## config.mk

```make
export PLATFORM = sky130hd
export DESIGN_NAME = alu_core
export DESIGN_NICKNAME = d
export VERILOG_FILES = /design/src/verilog/alu_pkg.sv /design/src/verilog/alu_if.sv /design/src/verilog/alu_unit.sv /design/src/verilog/alu_core.sv
export SDC_FILE = /design/constraint.sdc
export NUM_CORES = 1
export LEC_CHECK = 0
export ABC_AREA = 1
export BUFFER_PORTS_ARGS = -buffer_cell sky130_fd_sc_hd__buf_2
export CORE_MARGIN = 2
export CORE_UTILIZATION = 45
export CTS_CLUSTER_SIZE = 14
export DETAILED_ROUTE_END_ITERATION = 12
export PLACE_DENSITY = 0.71
export SETUP_SLACK_MARGIN = 0.1
export SLEW_MARGIN = 20
export SYNTH_ARGS = -nofsm -noshare
export SYNTH_HDL_FRONTEND = slang
export SYNTH_HIERARCHICAL = 1
export SYNTH_SLANG_ARGS = --single-unit
export TNS_END_PERCENT = 100
```

## constraint.sdc

```tcl
create_clock -name CLOCK -period 5.25 [get_ports CLOCK]
set_clock_uncertainty 0.2 [all_clocks]
set_input_delay 0.7875 -clock CLOCK [delete_from_list [all_inputs] [get_ports CLOCK]]
set_output_delay 0.7875 -clock CLOCK [all_outputs]
set_load 0.01 [all_outputs]
```

## src/verilog/alu_pkg.sv

```systemverilog
`default_nettype none
// ==========================================================
// shared constants for the arithmetic core
// ==========================================================
package alu_pkg;

    localparam int ADDR_W = 8;
    localparam int DATA_W = 32;
    localparam int WORD_W = 16;

    // register byte offsets on the register bus
    localparam logic [7:0] OFS_OPERAND_A = 8'h00;
    localparam logic [7:0] OFS_OPERAND_B = 8'h04;
    localparam logic [7:0] OFS_SYS_FLAGS = 8'h08;
    localparam logic [7:0] OFS_COMMAND   = 8'h0c;
    localparam logic [7:0] OFS_RESULT    = 8'h10;

    // system_condition_flags bit positions
    localparam int FLG_Z = 0;
    localparam int FLG_C = 1;
    localparam int FLG_V = 2;
    localparam int FLG_N = 3;
    localparam int FLG_D = 4;
    localparam int FLG_U = 5;

    // reset values
    localparam logic [7:0]  SYS_FLAGS_RST = 8'h00;
    localparam logic [15:0] OPERAND_RST   = 16'h0000;

    // command register busy bit
    localparam int CMD_BUSY_BIT = 31;

    // decimal correction constants
    localparam logic [3:0] DEC_ADJ = 4'h6;
    localparam logic [4:0] DEC_MAX = 5'h09;

    // flag update masks, bit order N V C Z as in the flag register
    localparam logic [3:0] UPD_ALL  = 4'hf;
    localparam logic [3:0] UPD_NZ   = 4'h9;
    localparam logic [3:0] UPD_NONE = 4'h0;

    typedef enum logic [3:0] {
        OP_ADD   = 4'b0000,
        OP_ADC   = 4'b0001,
        OP_SUB   = 4'b0010,
        OP_SBC   = 4'b0011,
        OP_NEG   = 4'b0100,
        OP_INV   = 4'b0101,
        OP_SEXT  = 4'b0110,
        OP_ADD16 = 4'b1000,
        OP_ADC16 = 4'b1001,
        OP_SUB16 = 4'b1010,
        OP_SBC16 = 4'b1011
    } op_t;

    typedef enum logic [1:0] {
        ST_IDLE  = 2'b00,
        ST_ISSUE = 2'b01,
        ST_WAIT  = 2'b10
    } seq_state_t;

endpackage

`default_nettype wire

```

## src/verilog/alu_if.sv

```systemverilog
`timescale 1ns/1ps
`default_nettype none
// ==========================================================
// link between sequencer and arithmetic unit
// ==========================================================
interface alu_if;
    import alu_pkg::*;
    logic        start;
    op_t         op;
    logic [15:0] a;
    logic [15:0] b;
    logic [7:0]  flags;
    logic        done;
    logic [15:0] result;
    logic [3:0]  nvcz;
    logic [3:0]  upd;

    modport ctrl (output start, output op, output a, output b, output flags,
                  input done, input result, input nvcz, input upd);
    modport unit (input start, input op, input a, input b, input flags,
                  output done, output result, output nvcz, output upd);
endinterface

`default_nettype wire

```

## src/verilog/alu_unit.sv

```systemverilog
// Implementation choices: register access over APB and the address map.
`timescale 1ns/1ps
`default_nettype none
// ==========================================================
// arithmetic unit: one registered result per start pulse
// ==========================================================
module alu_unit (
    input  wire logic clk,
    input  wire logic rst_n,
    input  wire logic ce,
    alu_if.unit       lnk
);
    import alu_pkg::*;

    // one bcd or binary digit: returns {carry_or_borrow, digit}
    function automatic logic [4:0] digit_op(input logic [3:0] x, input logic [3:0] y,
                                            input logic cin, input logic sub, input logic dec);
        logic [4:0] s;
        logic [3:0] r;
        logic       co;
        if (sub) begin
            s = {1'b0, x} - {1'b0, y} - {4'h0, cin};
        end else begin
            s = {1'b0, x} + {1'b0, y} + {4'h0, cin};
        end
        r  = s[3:0];
        co = s[4];
        // decimal carry at ten, borrow corrected by six
        if (dec && !sub && (s > DEC_MAX)) begin
            r  = s[3:0] + DEC_ADJ;
            co = 1'b1;
        end
        if (dec && sub && s[4]) begin
            r = s[3:0] - DEC_ADJ;
        end
        return {co, r};
    endfunction

    // binary add or subtract, 8 or 16 bit: returns {v, c, result}
    function automatic logic [17:0] bin_op(input logic [15:0] x, input logic [15:0] y,
                                           input logic cin, input logic sub, input logic wide);
        logic [16:0] s;
        logic        c;
        logic        mx;
        logic        my;
        logic        mr;
        logic        v;
        if (sub) begin
            s = {1'b0, x} - {1'b0, y} - {16'h0000, cin};
        end else begin
            s = {1'b0, x} + {1'b0, y} + {16'h0000, cin};
        end
        c  = wide ? s[16] : s[8];
        mx = wide ? x[15] : x[7];
        my = wide ? y[15] : y[7];
        mr = wide ? s[15] : s[7];
        v  = sub ? ((mx != my) && (mr != mx)) : ((mx == my) && (mr != mx));
        return {v, c, s[15:0]};
    endfunction

    logic        eligible;
    logic        dec;
    logic        unp;
    logic        cin;
    logic        sub;
    logic [15:0] x;
    logic [15:0] y;
    logic [4:0]  lo;
    logic [4:0]  hi;
    logic [17:0] bn;
    logic [7:0]  r8;
    logic [15:0] res_d;
    logic [3:0]  nvcz_d;
    logic [3:0]  upd_d;
    logic        done_q;
    logic [15:0] result_q;
    logic [3:0]  nvcz_q;
    logic [3:0]  upd_q;

    // ==========================================================
    // operand steering and mode selection
    // ==========================================================
    always_comb begin
        eligible = (lnk.op == OP_ADD) || (lnk.op == OP_ADC) || (lnk.op == OP_SUB)
                || (lnk.op == OP_SBC) || (lnk.op == OP_NEG);
        dec = eligible && lnk.flags[FLG_D];
        unp = eligible && lnk.flags[FLG_U];
        cin = ((lnk.op == OP_ADC) || (lnk.op == OP_SBC) || (lnk.op == OP_ADC16)
            || (lnk.op == OP_SBC16)) && lnk.flags[FLG_C];
        sub = (lnk.op == OP_SUB) || (lnk.op == OP_SBC) || (lnk.op == OP_NEG)
           || (lnk.op == OP_SUB16) || (lnk.op == OP_SBC16);
        // negate is zero minus the operand, so it shares the subtract path
        x = (lnk.op == OP_NEG) ? 16'h0000 : lnk.a;
        y = (lnk.op == OP_NEG) ? lnk.a : lnk.b;
        if (!lnk.op[3]) begin
            x = {8'h00, x[7:0]};
            y = {8'h00, y[7:0]};
        end
        lo = digit_op(x[3:0], y[3:0], cin, sub, dec);
        hi = digit_op(x[7:4], y[7:4], lo[4], sub, dec);
        bn = bin_op(x, y, cin, sub, lnk.op[3]);
    end

    // ==========================================================
    // result and flag formation
    // ==========================================================
    always_comb begin
        r8     = bn[7:0];
        res_d  = {lnk.a[15:8], bn[7:0]};
        nvcz_d = 4'h0;
        upd_d  = UPD_NONE;
        case (lnk.op)
            OP_ADD, OP_ADC, OP_SUB, OP_SBC, OP_NEG: begin
                upd_d = UPD_ALL;
                if (unp) begin
                    // upper nibble of both operands ignored, result high nibble zero
                    r8 = {4'h0, lo[3:0]};
                    nvcz_d[FLG_N] = dec ? 1'b0 : lo[3];
                    nvcz_d[FLG_C] = lo[4];
                    nvcz_d[FLG_Z] = (lo[3:0] == 4'h0);
                    nvcz_d[FLG_V] = dec ? 1'b0 : (sub ? ((x[3] != y[3]) && (lo[3] != x[3]))
                                                      : ((x[3] == y[3]) && (lo[3] != x[3])));
                end else if (dec) begin
                    r8 = {hi[3:0], lo[3:0]};
                    nvcz_d[FLG_C] = hi[4];
                    nvcz_d[FLG_Z] = ({hi[3:0], lo[3:0]} == 8'h00);
                end else begin
                    nvcz_d[FLG_N] = bn[7];
                    nvcz_d[FLG_V] = bn[17];
                    nvcz_d[FLG_C] = bn[16];
                    nvcz_d[FLG_Z] = (bn[7:0] == 8'h00);
                end
                res_d = {lnk.a[15:8], r8};
            end
            OP_INV: begin
                // carry and overflow stay as they were
                res_d = {lnk.a[15:8], ~lnk.a[7:0]};
                nvcz_d[FLG_N] = ~lnk.a[7];
                nvcz_d[FLG_Z] = (lnk.a[7:0] == 8'hff);
                upd_d = UPD_NZ;
            end
            OP_SEXT: begin
                res_d = {{8{lnk.a[7]}}, lnk.a[7:0]};
            end
            OP_ADD16, OP_ADC16, OP_SUB16, OP_SBC16: begin
                res_d = bn[15:0];
                nvcz_d[FLG_N] = bn[15];
                nvcz_d[FLG_V] = bn[17];
                nvcz_d[FLG_C] = bn[16];
                nvcz_d[FLG_Z] = (bn[15:0] == 16'h0000);
                upd_d = UPD_ALL;
            end
            default: begin
                res_d = lnk.a;
            end
        endcase
    end

    // ==========================================================
    // output stage, captured on the start pulse
    // ==========================================================
    always_ff @(posedge clk) begin
        if (!rst_n) begin
            done_q   <= 1'b0;
            result_q <= OPERAND_RST;
            nvcz_q   <= 4'h0;
            upd_q    <= UPD_NONE;
        end else if (ce) begin
            done_q <= lnk.start;
            if (lnk.start) begin
                result_q <= res_d;
                nvcz_q   <= nvcz_d;
                upd_q    <= upd_d;
            end
        end
    end

    assign lnk.done   = done_q;
    assign lnk.result = result_q;
    assign lnk.nvcz   = nvcz_q;
    assign lnk.upd    = upd_q;

endmodule

`default_nettype wire

```

## src/verilog/alu_core.sv

```systemverilog
`timescale 1ns/1ps
`default_nettype none
// Functional notes
// - negatives are two's complement; negative flag copies result top bit.
// - invert gives 8-bit ones' complement; negate gives 8-bit two's complement.
// - sign extend copies low byte sign bit into all high byte bits.
// - carry set when unsigned result leaves 0-255 or 0-65535.
// - overflow set when signed result leaves -128..127 or -32768..32767.
// - carry and overflow both computed on every arithmetic operation; decimal mode here clears overflow instead.
// - decimal and unpack modes affect only 8-bit add, adc, sub, sbc, negate.
// - decimal mode bit is bit 4 of the flag register.
// - decimal mode gives a corrected two-digit bcd result.
// - decimal result clears negative and overflow; carry and zero from result.
// - unpack mode uses low nibbles only; result high nibble is zero.
// - unpack flags: negative is bit 3, carry from bit 3, zero on nibble.
// - unpack overflow set when signed nibble leaves -8..7.
// - decimal and unpack may be selected together or separately.
// - decimal bit one selects bcd arithmetic, zero selects hexadecimal.
// - unpack bit one selects nibble arithmetic, zero selects full 8 bits.
module alu_core (
    input  wire logic                       CLOCK,
    input  wire logic                       RST_N,
    input  wire logic                       CE,
    input  wire logic                       PSEL,
    input  wire logic                       PENABLE,
    input  wire logic                       PWRITE,
    input  wire logic [alu_pkg::ADDR_W-1:0] PADDR,
    input  wire logic [alu_pkg::DATA_W-1:0] PWDATA,
    output var  logic [alu_pkg::DATA_W-1:0] PRDATA,
    output var  logic                       PREADY,
    output var  logic                       PSLVERR
);
    import alu_pkg::*;

    alu_if      lnk ();
    seq_state_t state_q;
    logic [15:0] opa_q;
    logic [15:0] opb_q;
    logic [7:0]  flags_q;
    logic [15:0] result_q;
    op_t         cmd_op_q;
    logic        pready_q;
    logic        pslverr_q;
    logic [31:0] prdata_q;
    logic        setup;
    logic        access;
    logic        wr_ok;
    logic        busy;
    logic        bad_req;

    // true for a known operation code
    function automatic logic op_known(input logic [3:0] code);
        case (code)
            OP_ADD, OP_ADC, OP_SUB, OP_SBC, OP_NEG, OP_INV, OP_SEXT,
            OP_ADD16, OP_ADC16, OP_SUB16, OP_SBC16: return 1'b1;
            default: return 1'b0;
        endcase
    endfunction

    // read data for a byte address; unmapped reads give zero
    function automatic logic [31:0] rd_mux(input logic [7:0] adr, input logic bsy);
        case (adr)
            OFS_OPERAND_A: return {16'h0000, opa_q};
            OFS_OPERAND_B: return {16'h0000, opb_q};
            OFS_SYS_FLAGS: return {24'h000000, flags_q};
            OFS_COMMAND:   return {bsy, 27'h0000000, cmd_op_q};
            OFS_RESULT:    return {16'h0000, result_q};
            default:       return 32'h00000000;
        endcase
    endfunction

    // ==========================================================
    // apb slave: every transfer answers in its first access cycle
    // ==========================================================
    assign busy   = (state_q != ST_IDLE);
    assign setup  = PSEL && !PENABLE && !pready_q;
    assign access = PSEL && PENABLE && pready_q;
    assign wr_ok  = access && PWRITE && !pslverr_q;

    // unmapped offsets, writes to the result, and refused commands error out
    always_comb begin
        bad_req = 1'b0;
        case (PADDR)
            OFS_OPERAND_A, OFS_OPERAND_B, OFS_SYS_FLAGS: bad_req = 1'b0;
            OFS_RESULT:  bad_req = PWRITE;
            OFS_COMMAND: bad_req = PWRITE && (busy || !op_known(PWDATA[3:0]));
            default:     bad_req = 1'b1;
        endcase
    end

    // answer is prepared in the setup cycle so it leaves a flip-flop
    always_ff @(posedge CLOCK) begin
        if (!RST_N) begin
            pready_q  <= 1'b0;
            pslverr_q <= 1'b0;
            prdata_q  <= 32'h00000000;
        end else if (CE) begin
            pready_q  <= setup;
            pslverr_q <= setup && bad_req;
            if (setup && !PWRITE) begin
                prdata_q <= rd_mux(PADDR, busy);
            end
        end
    end

    // ==========================================================
    // operand registers
    // ==========================================================
    always_ff @(posedge CLOCK) begin
        if (!RST_N) begin
            opa_q <= OPERAND_RST;
            opb_q <= OPERAND_RST;
        end else if (CE) begin
            if (wr_ok && (PADDR == OFS_OPERAND_A)) begin
                opa_q <= PWDATA[15:0];
            end
            if (wr_ok && (PADDR == OFS_OPERAND_B)) begin
                opb_q <= PWDATA[15:0];
            end
        end
    end

    // ==========================================================
    // system condition flags: software writes, results update
    // ==========================================================
    // the arithmetic update wins over a software write landing in the same
    // cycle, so a finished result never loses its flags
    always_ff @(posedge CLOCK) begin
        if (!RST_N) begin
            flags_q <= SYS_FLAGS_RST;
        end else if (CE) begin
            if (wr_ok && (PADDR == OFS_SYS_FLAGS)) begin
                flags_q <= PWDATA[7:0];
            end
            if ((state_q == ST_WAIT) && lnk.done) begin
                for (int i = 0; i < 4; i++) begin
                    if (lnk.upd[i]) begin
                        flags_q[i] <= lnk.nvcz[i];
                    end
                end
            end
        end
    end

    // ==========================================================
    // command sequencer
    // ==========================================================
    always_ff @(posedge CLOCK) begin
        if (!RST_N) begin
            state_q  <= ST_IDLE;
            cmd_op_q <= OP_ADD;
        end else if (CE) begin
            case (state_q)
                ST_IDLE: begin
                    if (wr_ok && (PADDR == OFS_COMMAND)) begin
                        cmd_op_q <= op_t'(PWDATA[3:0]);
                        state_q  <= ST_ISSUE;
                    end
                end
                ST_ISSUE: begin
                    state_q <= ST_WAIT;
                end
                ST_WAIT: begin
                    if (lnk.done) begin
                        state_q <= ST_IDLE;
                    end
                end
                default: begin
                    state_q <= ST_IDLE;
                end
            endcase
        end
    end

    // result register, loaded when the unit reports done
    always_ff @(posedge CLOCK) begin
        if (!RST_N) begin
            result_q <= OPERAND_RST;
        end else if (CE) begin
            if ((state_q == ST_WAIT) && lnk.done) begin
                result_q <= lnk.result;
            end
        end
    end

    // operands are sampled by the unit on the start pulse only
    assign lnk.start = (state_q == ST_ISSUE);
    assign lnk.op    = cmd_op_q;
    assign lnk.a     = opa_q;
    assign lnk.b     = opb_q;
    assign lnk.flags = flags_q;

    alu_unit u_unit (
        .clk   (CLOCK),
        .rst_n (RST_N),
        .ce    (CE),
        .lnk   (lnk.unit)
    );

    assign PRDATA  = prdata_q;
    assign PREADY  = pready_q;
    assign PSLVERR = pslverr_q;

endmodule

`default_nettype wire

```

=== Word-level counts from Yosys, hierarchy flattened ===
Memory sizes are Yosys's and may differ from the RTL's.
Index checks and enable logic that the tools add are counted.

* Bitwise logic cells: 2
* Reduce and logical (&&, ||, !) cells: 65
* Add/subtract/negate cells: 16
* $lt $le $gt $ge: 2
* Eq/ne operators: 25
* Muxes and demuxes: 43

{| class="wikitable"
|+ Operators by type and width
! operator !! count
|-
| 32-bit case mux with 5 select lines || 1
|-
| 16-bit two-way mux || 4
|-
| 16-bit case mux with 4 select lines || 1
|-
| 4-bit two-way mux || 7
|-
| 1-bit logical AND || 27
|-
| 8-bit logical NOT || 3
|-
| 16-bit by 16-bit adder with 17-bit output || 1
|-
| 17-bit by 1-bit adder with 17-bit output || 1
|-
| 17-bit two-way mux || 1
|-
| 16-bit by 16-bit subtractor with 17-bit output || 1
|-
| 17-bit by 1-bit subtractor with 17-bit output || 1
|-
| 4-bit == test (second input constant) || 4
|-
| 8-bit by 4-bit == test with 1-bit output (second input constant) || 2
|-
| 16-bit logical NOT || 1
|-
| 8-bit two-way mux || 2
|-
| 1-bit two-way mux || 15
|-
| 4-bit by 3-bit == test with 1-bit output (second input constant) || 3
|-
| 1-bit logical OR || 12
|-
| 2-bit AND reduction || 6
|-
| 4-bit by 4-bit adder with 5-bit output || 2
|-
| 5-bit by 1-bit adder with 5-bit output || 2
|-
| 5-bit by 4-bit greater-than comparator with 1-bit output (second input constant) || 2
|-
| 5-bit two-way mux || 2
|-
| 4-bit by 4-bit subtractor with 5-bit output || 2
|-
| other kinds (30) || 50
|}

* Output and inout bits: 34
* Memories kept: 1
* Input port bits: 46
* Bits in read-only memories: 16
* Register bits after elaboration: 121

{| class="wikitable"
|+ Memories
! name !! depth !! bits a word !! rd ports !! clocked after memory_dff !! wr ports !! RTL line !! source
|-
| (no name shown) || 16 || 1 || 1 || 0 || 0 || alu_core.sv:53 || <nowiki>case (code)</nowiki>
|}

=== Logic depth before layout (Yosys ltp) ===
* Depth after elaboration: 20
* Gate-level depth with buffers: 43

=== Modules after synthesis ===
The synthesis kept the hierarchy.

{| class="wikitable"
|+ Modules (own cells, without submodules)
! module !! instances !! cells each !! area an instance (sq um) !! sequential area each (sq um)
|-
| alu_unit || 1 || 786 || 4,629.4 || 460.4
|-
| alu_core || 1 || 535 || 3,727.3 || 1,621.6
|}

=== Worst setup path after synthesis ===
OpenSTA, ideal clock, no wires.

* Path kind: reg-to-reg
* Start point: reg cmd_op_q[2]
* End point: reg u_unit.nvcz_q[0] (netlist: u_unit/lnk.nvcz[0])
* Setup time: 0.066 ns
* Data arrival time: 5.454 ns
* Cell stages (with the launch flop): 39
* Path buffers: 1
* Setup slack: -0.470 ns
* Cells stage by stage: dfxtp_1 -> inv_2 -> nor2_2 -> nand2_2 -> inv_2 -> clkbuf_1 -> nor2_1 -> fa_1 -> fa_1 -> xnor2_1 -> nand2_1 -> nand2_1 -> ha_1 -> inv_1 -> a21oi_1 -> inv_1 -> nand3_2 -> a21oi_1 -> [... 3 more ...] -> fa_1 -> xor2_1 -> nand2_1 -> nand2_2 -> inv_1 -> ha_1 -> nand2_1 -> a21boi_1 -> nand2_1 -> nand2_2 -> nand3b_1 -> nand3_1 -> nand2_1 -> nor2_1 -> nand2_1 -> nand2_1 -> nand3_1 -> a21oi_2

* Word-level cells in the longest chain between the ends: 20
* Elaborated cells between the ends (all ways): 70
* Classes of those cells: add/sub (16); order compare (2); eq/ne (9); mux (15); reduce/logical (28)

{| class="wikitable"
|+ RTL lines
! what !! RTL line !! source
|-
| start: declaration || alu_core.sv:41 || <nowiki>op_t cmd_op_q;</nowiki>
|-
| start signal: assignment || alu_core.sv:156 || <nowiki>cmd_op_q <= op_t'(PWDATA[3:0]);</nowiki>
|-
| branches (longest 19 deep; another with 4-bit by 4-bit adder with 5-bit output) || n/a ||
|-
| 1-bit case mux with 3 select lines (*) || alu_unit.sv:112 || <nowiki>case (lnk.op)</nowiki>
|-
| end signal: assignment || alu_unit.sv:172 || <nowiki>nvcz_q <= nvcz_d;</nowiki>
|-
| end: declaration || alu_unit.sv:77 || <nowiki>logic [3:0] nvcz_q;</nowiki>
|}

Every way passes the cells marked *.
A chain may end at the register's enable or synchronous reset.

=== Worst setup path in the final report ===
* Start point: reg cmd_op_q[2]
* End point: reg u_unit.result_q[7] (netlist: u_unit/lnk.result[7])

* Word-level cells in the longest chain between the ends: 19
* Elaborated cells between the ends (all ways): 62
* Classes of those cells: add/sub (14); order compare (2); eq/ne (10); mux (13); reduce/logical (23)

{| class="wikitable"
|+ RTL lines
! what !! RTL line !! source
|-
| branches (longest 18 deep; another with 4-bit by 4-bit adder with 5-bit output) || n/a ||
|-
| 16-bit case mux with 4 select lines (*) || alu_unit.sv:112 ||
|-
| end signal: assignment || alu_unit.sv:171 || <nowiki>result_q <= res_d;</nowiki>
|-
| end: declaration || alu_unit.sv:76 || <nowiki>logic [15:0] result_q;</nowiki>
|}

Marked as above.

==> metrics.txt <==
Slew Limit Fails 0; clk slew on worst S/H paths 70 ps; Core Box Area 0.0181 mm²; Root Buffer clkbuf_16; WL/cell 15.2 µm; # rows 49; Final Wtd Congestion 0.886; Initial DRC Count 808; CTS max path bufs 2; total track usage 24.9%; worst vdd ir 0.174 mV; slowest CP cell fa_2; Max-cap violations 0; ys flop type dfxtp_1; fin crit period 5350 ps; Max Clk Rate 187 MHz; TritonCTS Buffers 9; RSZ-0062 raised after global routing true; critical path fanouts, max 3; initial antenna violation count 0; final antenna-violating net count 0; Non-Filler Instances 1620; Filler cells 1852; most common cell in the netlist nand2_1; Final Hold Fails 0; Syn Inst Count 1321; Final Worst Setup Slack -102 ps; Req. time, crit path 5250 ps; post-synth top area share 24.9%; failing checks setup timing; Pwr Density 163 mW/mm²; n_diodes 0; final WL 24.7 mm; number of synthesized flops with an enable pin 0; setup violators final 4; die span in y 140 µm; total grt overflow 0; Initial DRT Pass Iterations 5; top cells by count, synth nand2_1 (284), nor2_1 (164), inv_1 (163), a21oi_1 (125), dfxtp_1 (104); die area 0.0197 mm²; Detailed Place HPWL 19.3 mm; largest net degree at the start of global routing 40; relative slew slack 30.4%; CP endpoint kind flop; share of cells above drive strength 1 15.4%; register area share after synthesis 24.9%; status complete, but fails checks; PortBufs 48; Final Util 52.3%; CTS Hold Bufs 0; vias 8774; Tcrit/Tclk final 102%; #FFs+latches synth 104; first-pass GRT wire length 40.1 mm; post-synthesis cell type count 58; # IOs 80; Worst Path Arrival 5360 ps; synth warn 6; vias in the first global route 8114; syn_area_per_cell 6.33 µm²; TritonCTS clock tree built; DRC errors left 0; Via density 5.42; placed cell count 1593; Pleak 4.55 nW; setup TNS -222 ps; cell taking the most area after synthesis dfxtp_1; CP max stage delay 390 ps; Clock Latency Late Sink 350 ps; Net count, final 1489; DIE WIDTH 140 µm; FFs w/ async S/R, synth 0%; Mapped Area 0.00836 mm²; Hold Path Class flop to flop; CTS sink cnt 104; H-Tree Depth 3; kind of critical path flop to flop; Layout area overhead 13.2%; CP Launch Type flop; Worst Max-Slew Pin Slew 1040 ps; top cells by area, synth dfxtp_1 (25%), nand2_1 (13%), a21oi_1 (7.5%); Initial Util 46.2%
==> critical path, delay by kind of cell, from the launching register on <==
kind,cells,cell delay (ps)
fa+ha+maj,6,1790
simple gates,17,1480
compound gates,6,570
buf+inv,7,440
flops,1,360
xor+xnor,2,340
==> repair_timing <==
item	4_1_cts	5_1_grt
pin swaps	14	6
buffers inserted	7	4
gates resized for setup	15	6
endpoints found under the setup margin	4	5
==> path summary, 6_finish.rpt <==
check                                      endpoint  cells past startpoint  slack [ps]                     start
setup reg to reg  u_unit/lnk.result[7]$_SDFFE_PN0P_                     38        -100  cmd_op_q[2]$_SDFFE_PN0P_
hold / removal             result_q[7]$_SDFFE_PN0P_                      2         250  result_q[7]$_SDFFE_PN0P_
hold reg to reg            result_q[7]$_SDFFE_PN0P_                      2         250  result_q[7]$_SDFFE_PN0P_
setup / recovery  u_unit/lnk.result[7]$_SDFFE_PN0P_                     38        -100  cmd_op_q[2]$_SDFFE_PN0P_
==> power breakdown <==
group | internal [W] | total [W] | switching (W)
Combinational | 0.0000178 | 0.0000647 | 0.0000469
Clock | 0.000381 | 0.000688 | 0.000307
Sequential | 0.000789 | 0.000791 | 0.00000201
Total | 0.00119 | 0.00154 | 0.000356
==> metrics by stage <==
stage / total power [W] / area, µm² / hold WS [ps] / setup WS, ps
after detailed placement: 0.000873 / 8970 / 244 / -113
after CTS: 0.00155 / 9390 / 254 / -35.7
after global routing: 0.00159 / 9460 / 268 / -446
after floorplan: 0.000856 / 8510 / 225 / 97.1
final: 0.00154 / 9460 / 250 / -102
after global placement: 0.000872 / 8970 / 239 / -44.1
==> cells by family (layout without fill, tap and decap cells) <==
family                     after synthesis  in the layout  synth area share [%]
adders and majority gates               57             57                  9.25
other                                    1             15                0.0449
AOI/OAI and AO/OA                      302            302                  20.3
and+or+nand+nor                        609            609                  31.9
buffers and inverters                  234            290                  12.0
DFF                                    104            104                  24.9
xor gates and xnor gates                14             14                  1.56
==> final cells by class <==
| class | count | area, µm² | share of cell area [%] |
|---|---|---|---|
| Sequential cell | 104 | 2090 | 22.1 |
| Inverter | 176 | 669 | 7.08 |
| Clock inverter | 4 | 31.3 | 0.331 |
| Timing Repair Buffer | 98 | 616 | 6.51 |
| Tap cell | 229 | 287 | 3.03 |
| Multi-Input combinational cell | 997 | 5490 | 58.0 |
| Clock buffer | 12 | 278 | 2.94 |
==> metal layers <==
metal / GRT usage, % / share of wire [%] / vias up
li1: - / - / 4397
met1: 33.5 / 45 / 4098
met2: 43.1 / 48 / 246
met3: 3.11 / 5.3 / 33
met4: 5.26 / 1.7 / 0
met5: 0 / 0 / -
==> placed cells by master (no fill, tap or decap), drive strengths merged, types with 2 or more instances in the layout <==
master,n
a21boi,2
a21o,3
a21oi,130
a311oi,2
and3,2
buf,98
clkbuf,12
clkinv,5
conb,15
dfxtp,104
fa,8
ha,49
inv,175
nand2,301
nand3,108
nand3b,2
nand4,11
nor2,173
nor3,5
o2111ai,3
o211ai,15
o21a,4
o21ai,123
o21bai,7
o22ai,4
o31ai,3
or2,5
xnor2,3
xor2,11
==> flip-flops by register name, summed over array words and instances (netlist names) <==
name,count
u_unit/lnk.done,1
cmd_op_q,4
u_unit/lnk.result,16
state_q,2
lnk.b,16
result_q,16
u_unit/lnk.nvcz,4
PREADY,1
u_unit/lnk.upd,2
PSLVERR,1
flags_q,8
lnk.a,16
PRDATA,17
Note: power is estimated with default switching activity, not from simulation.
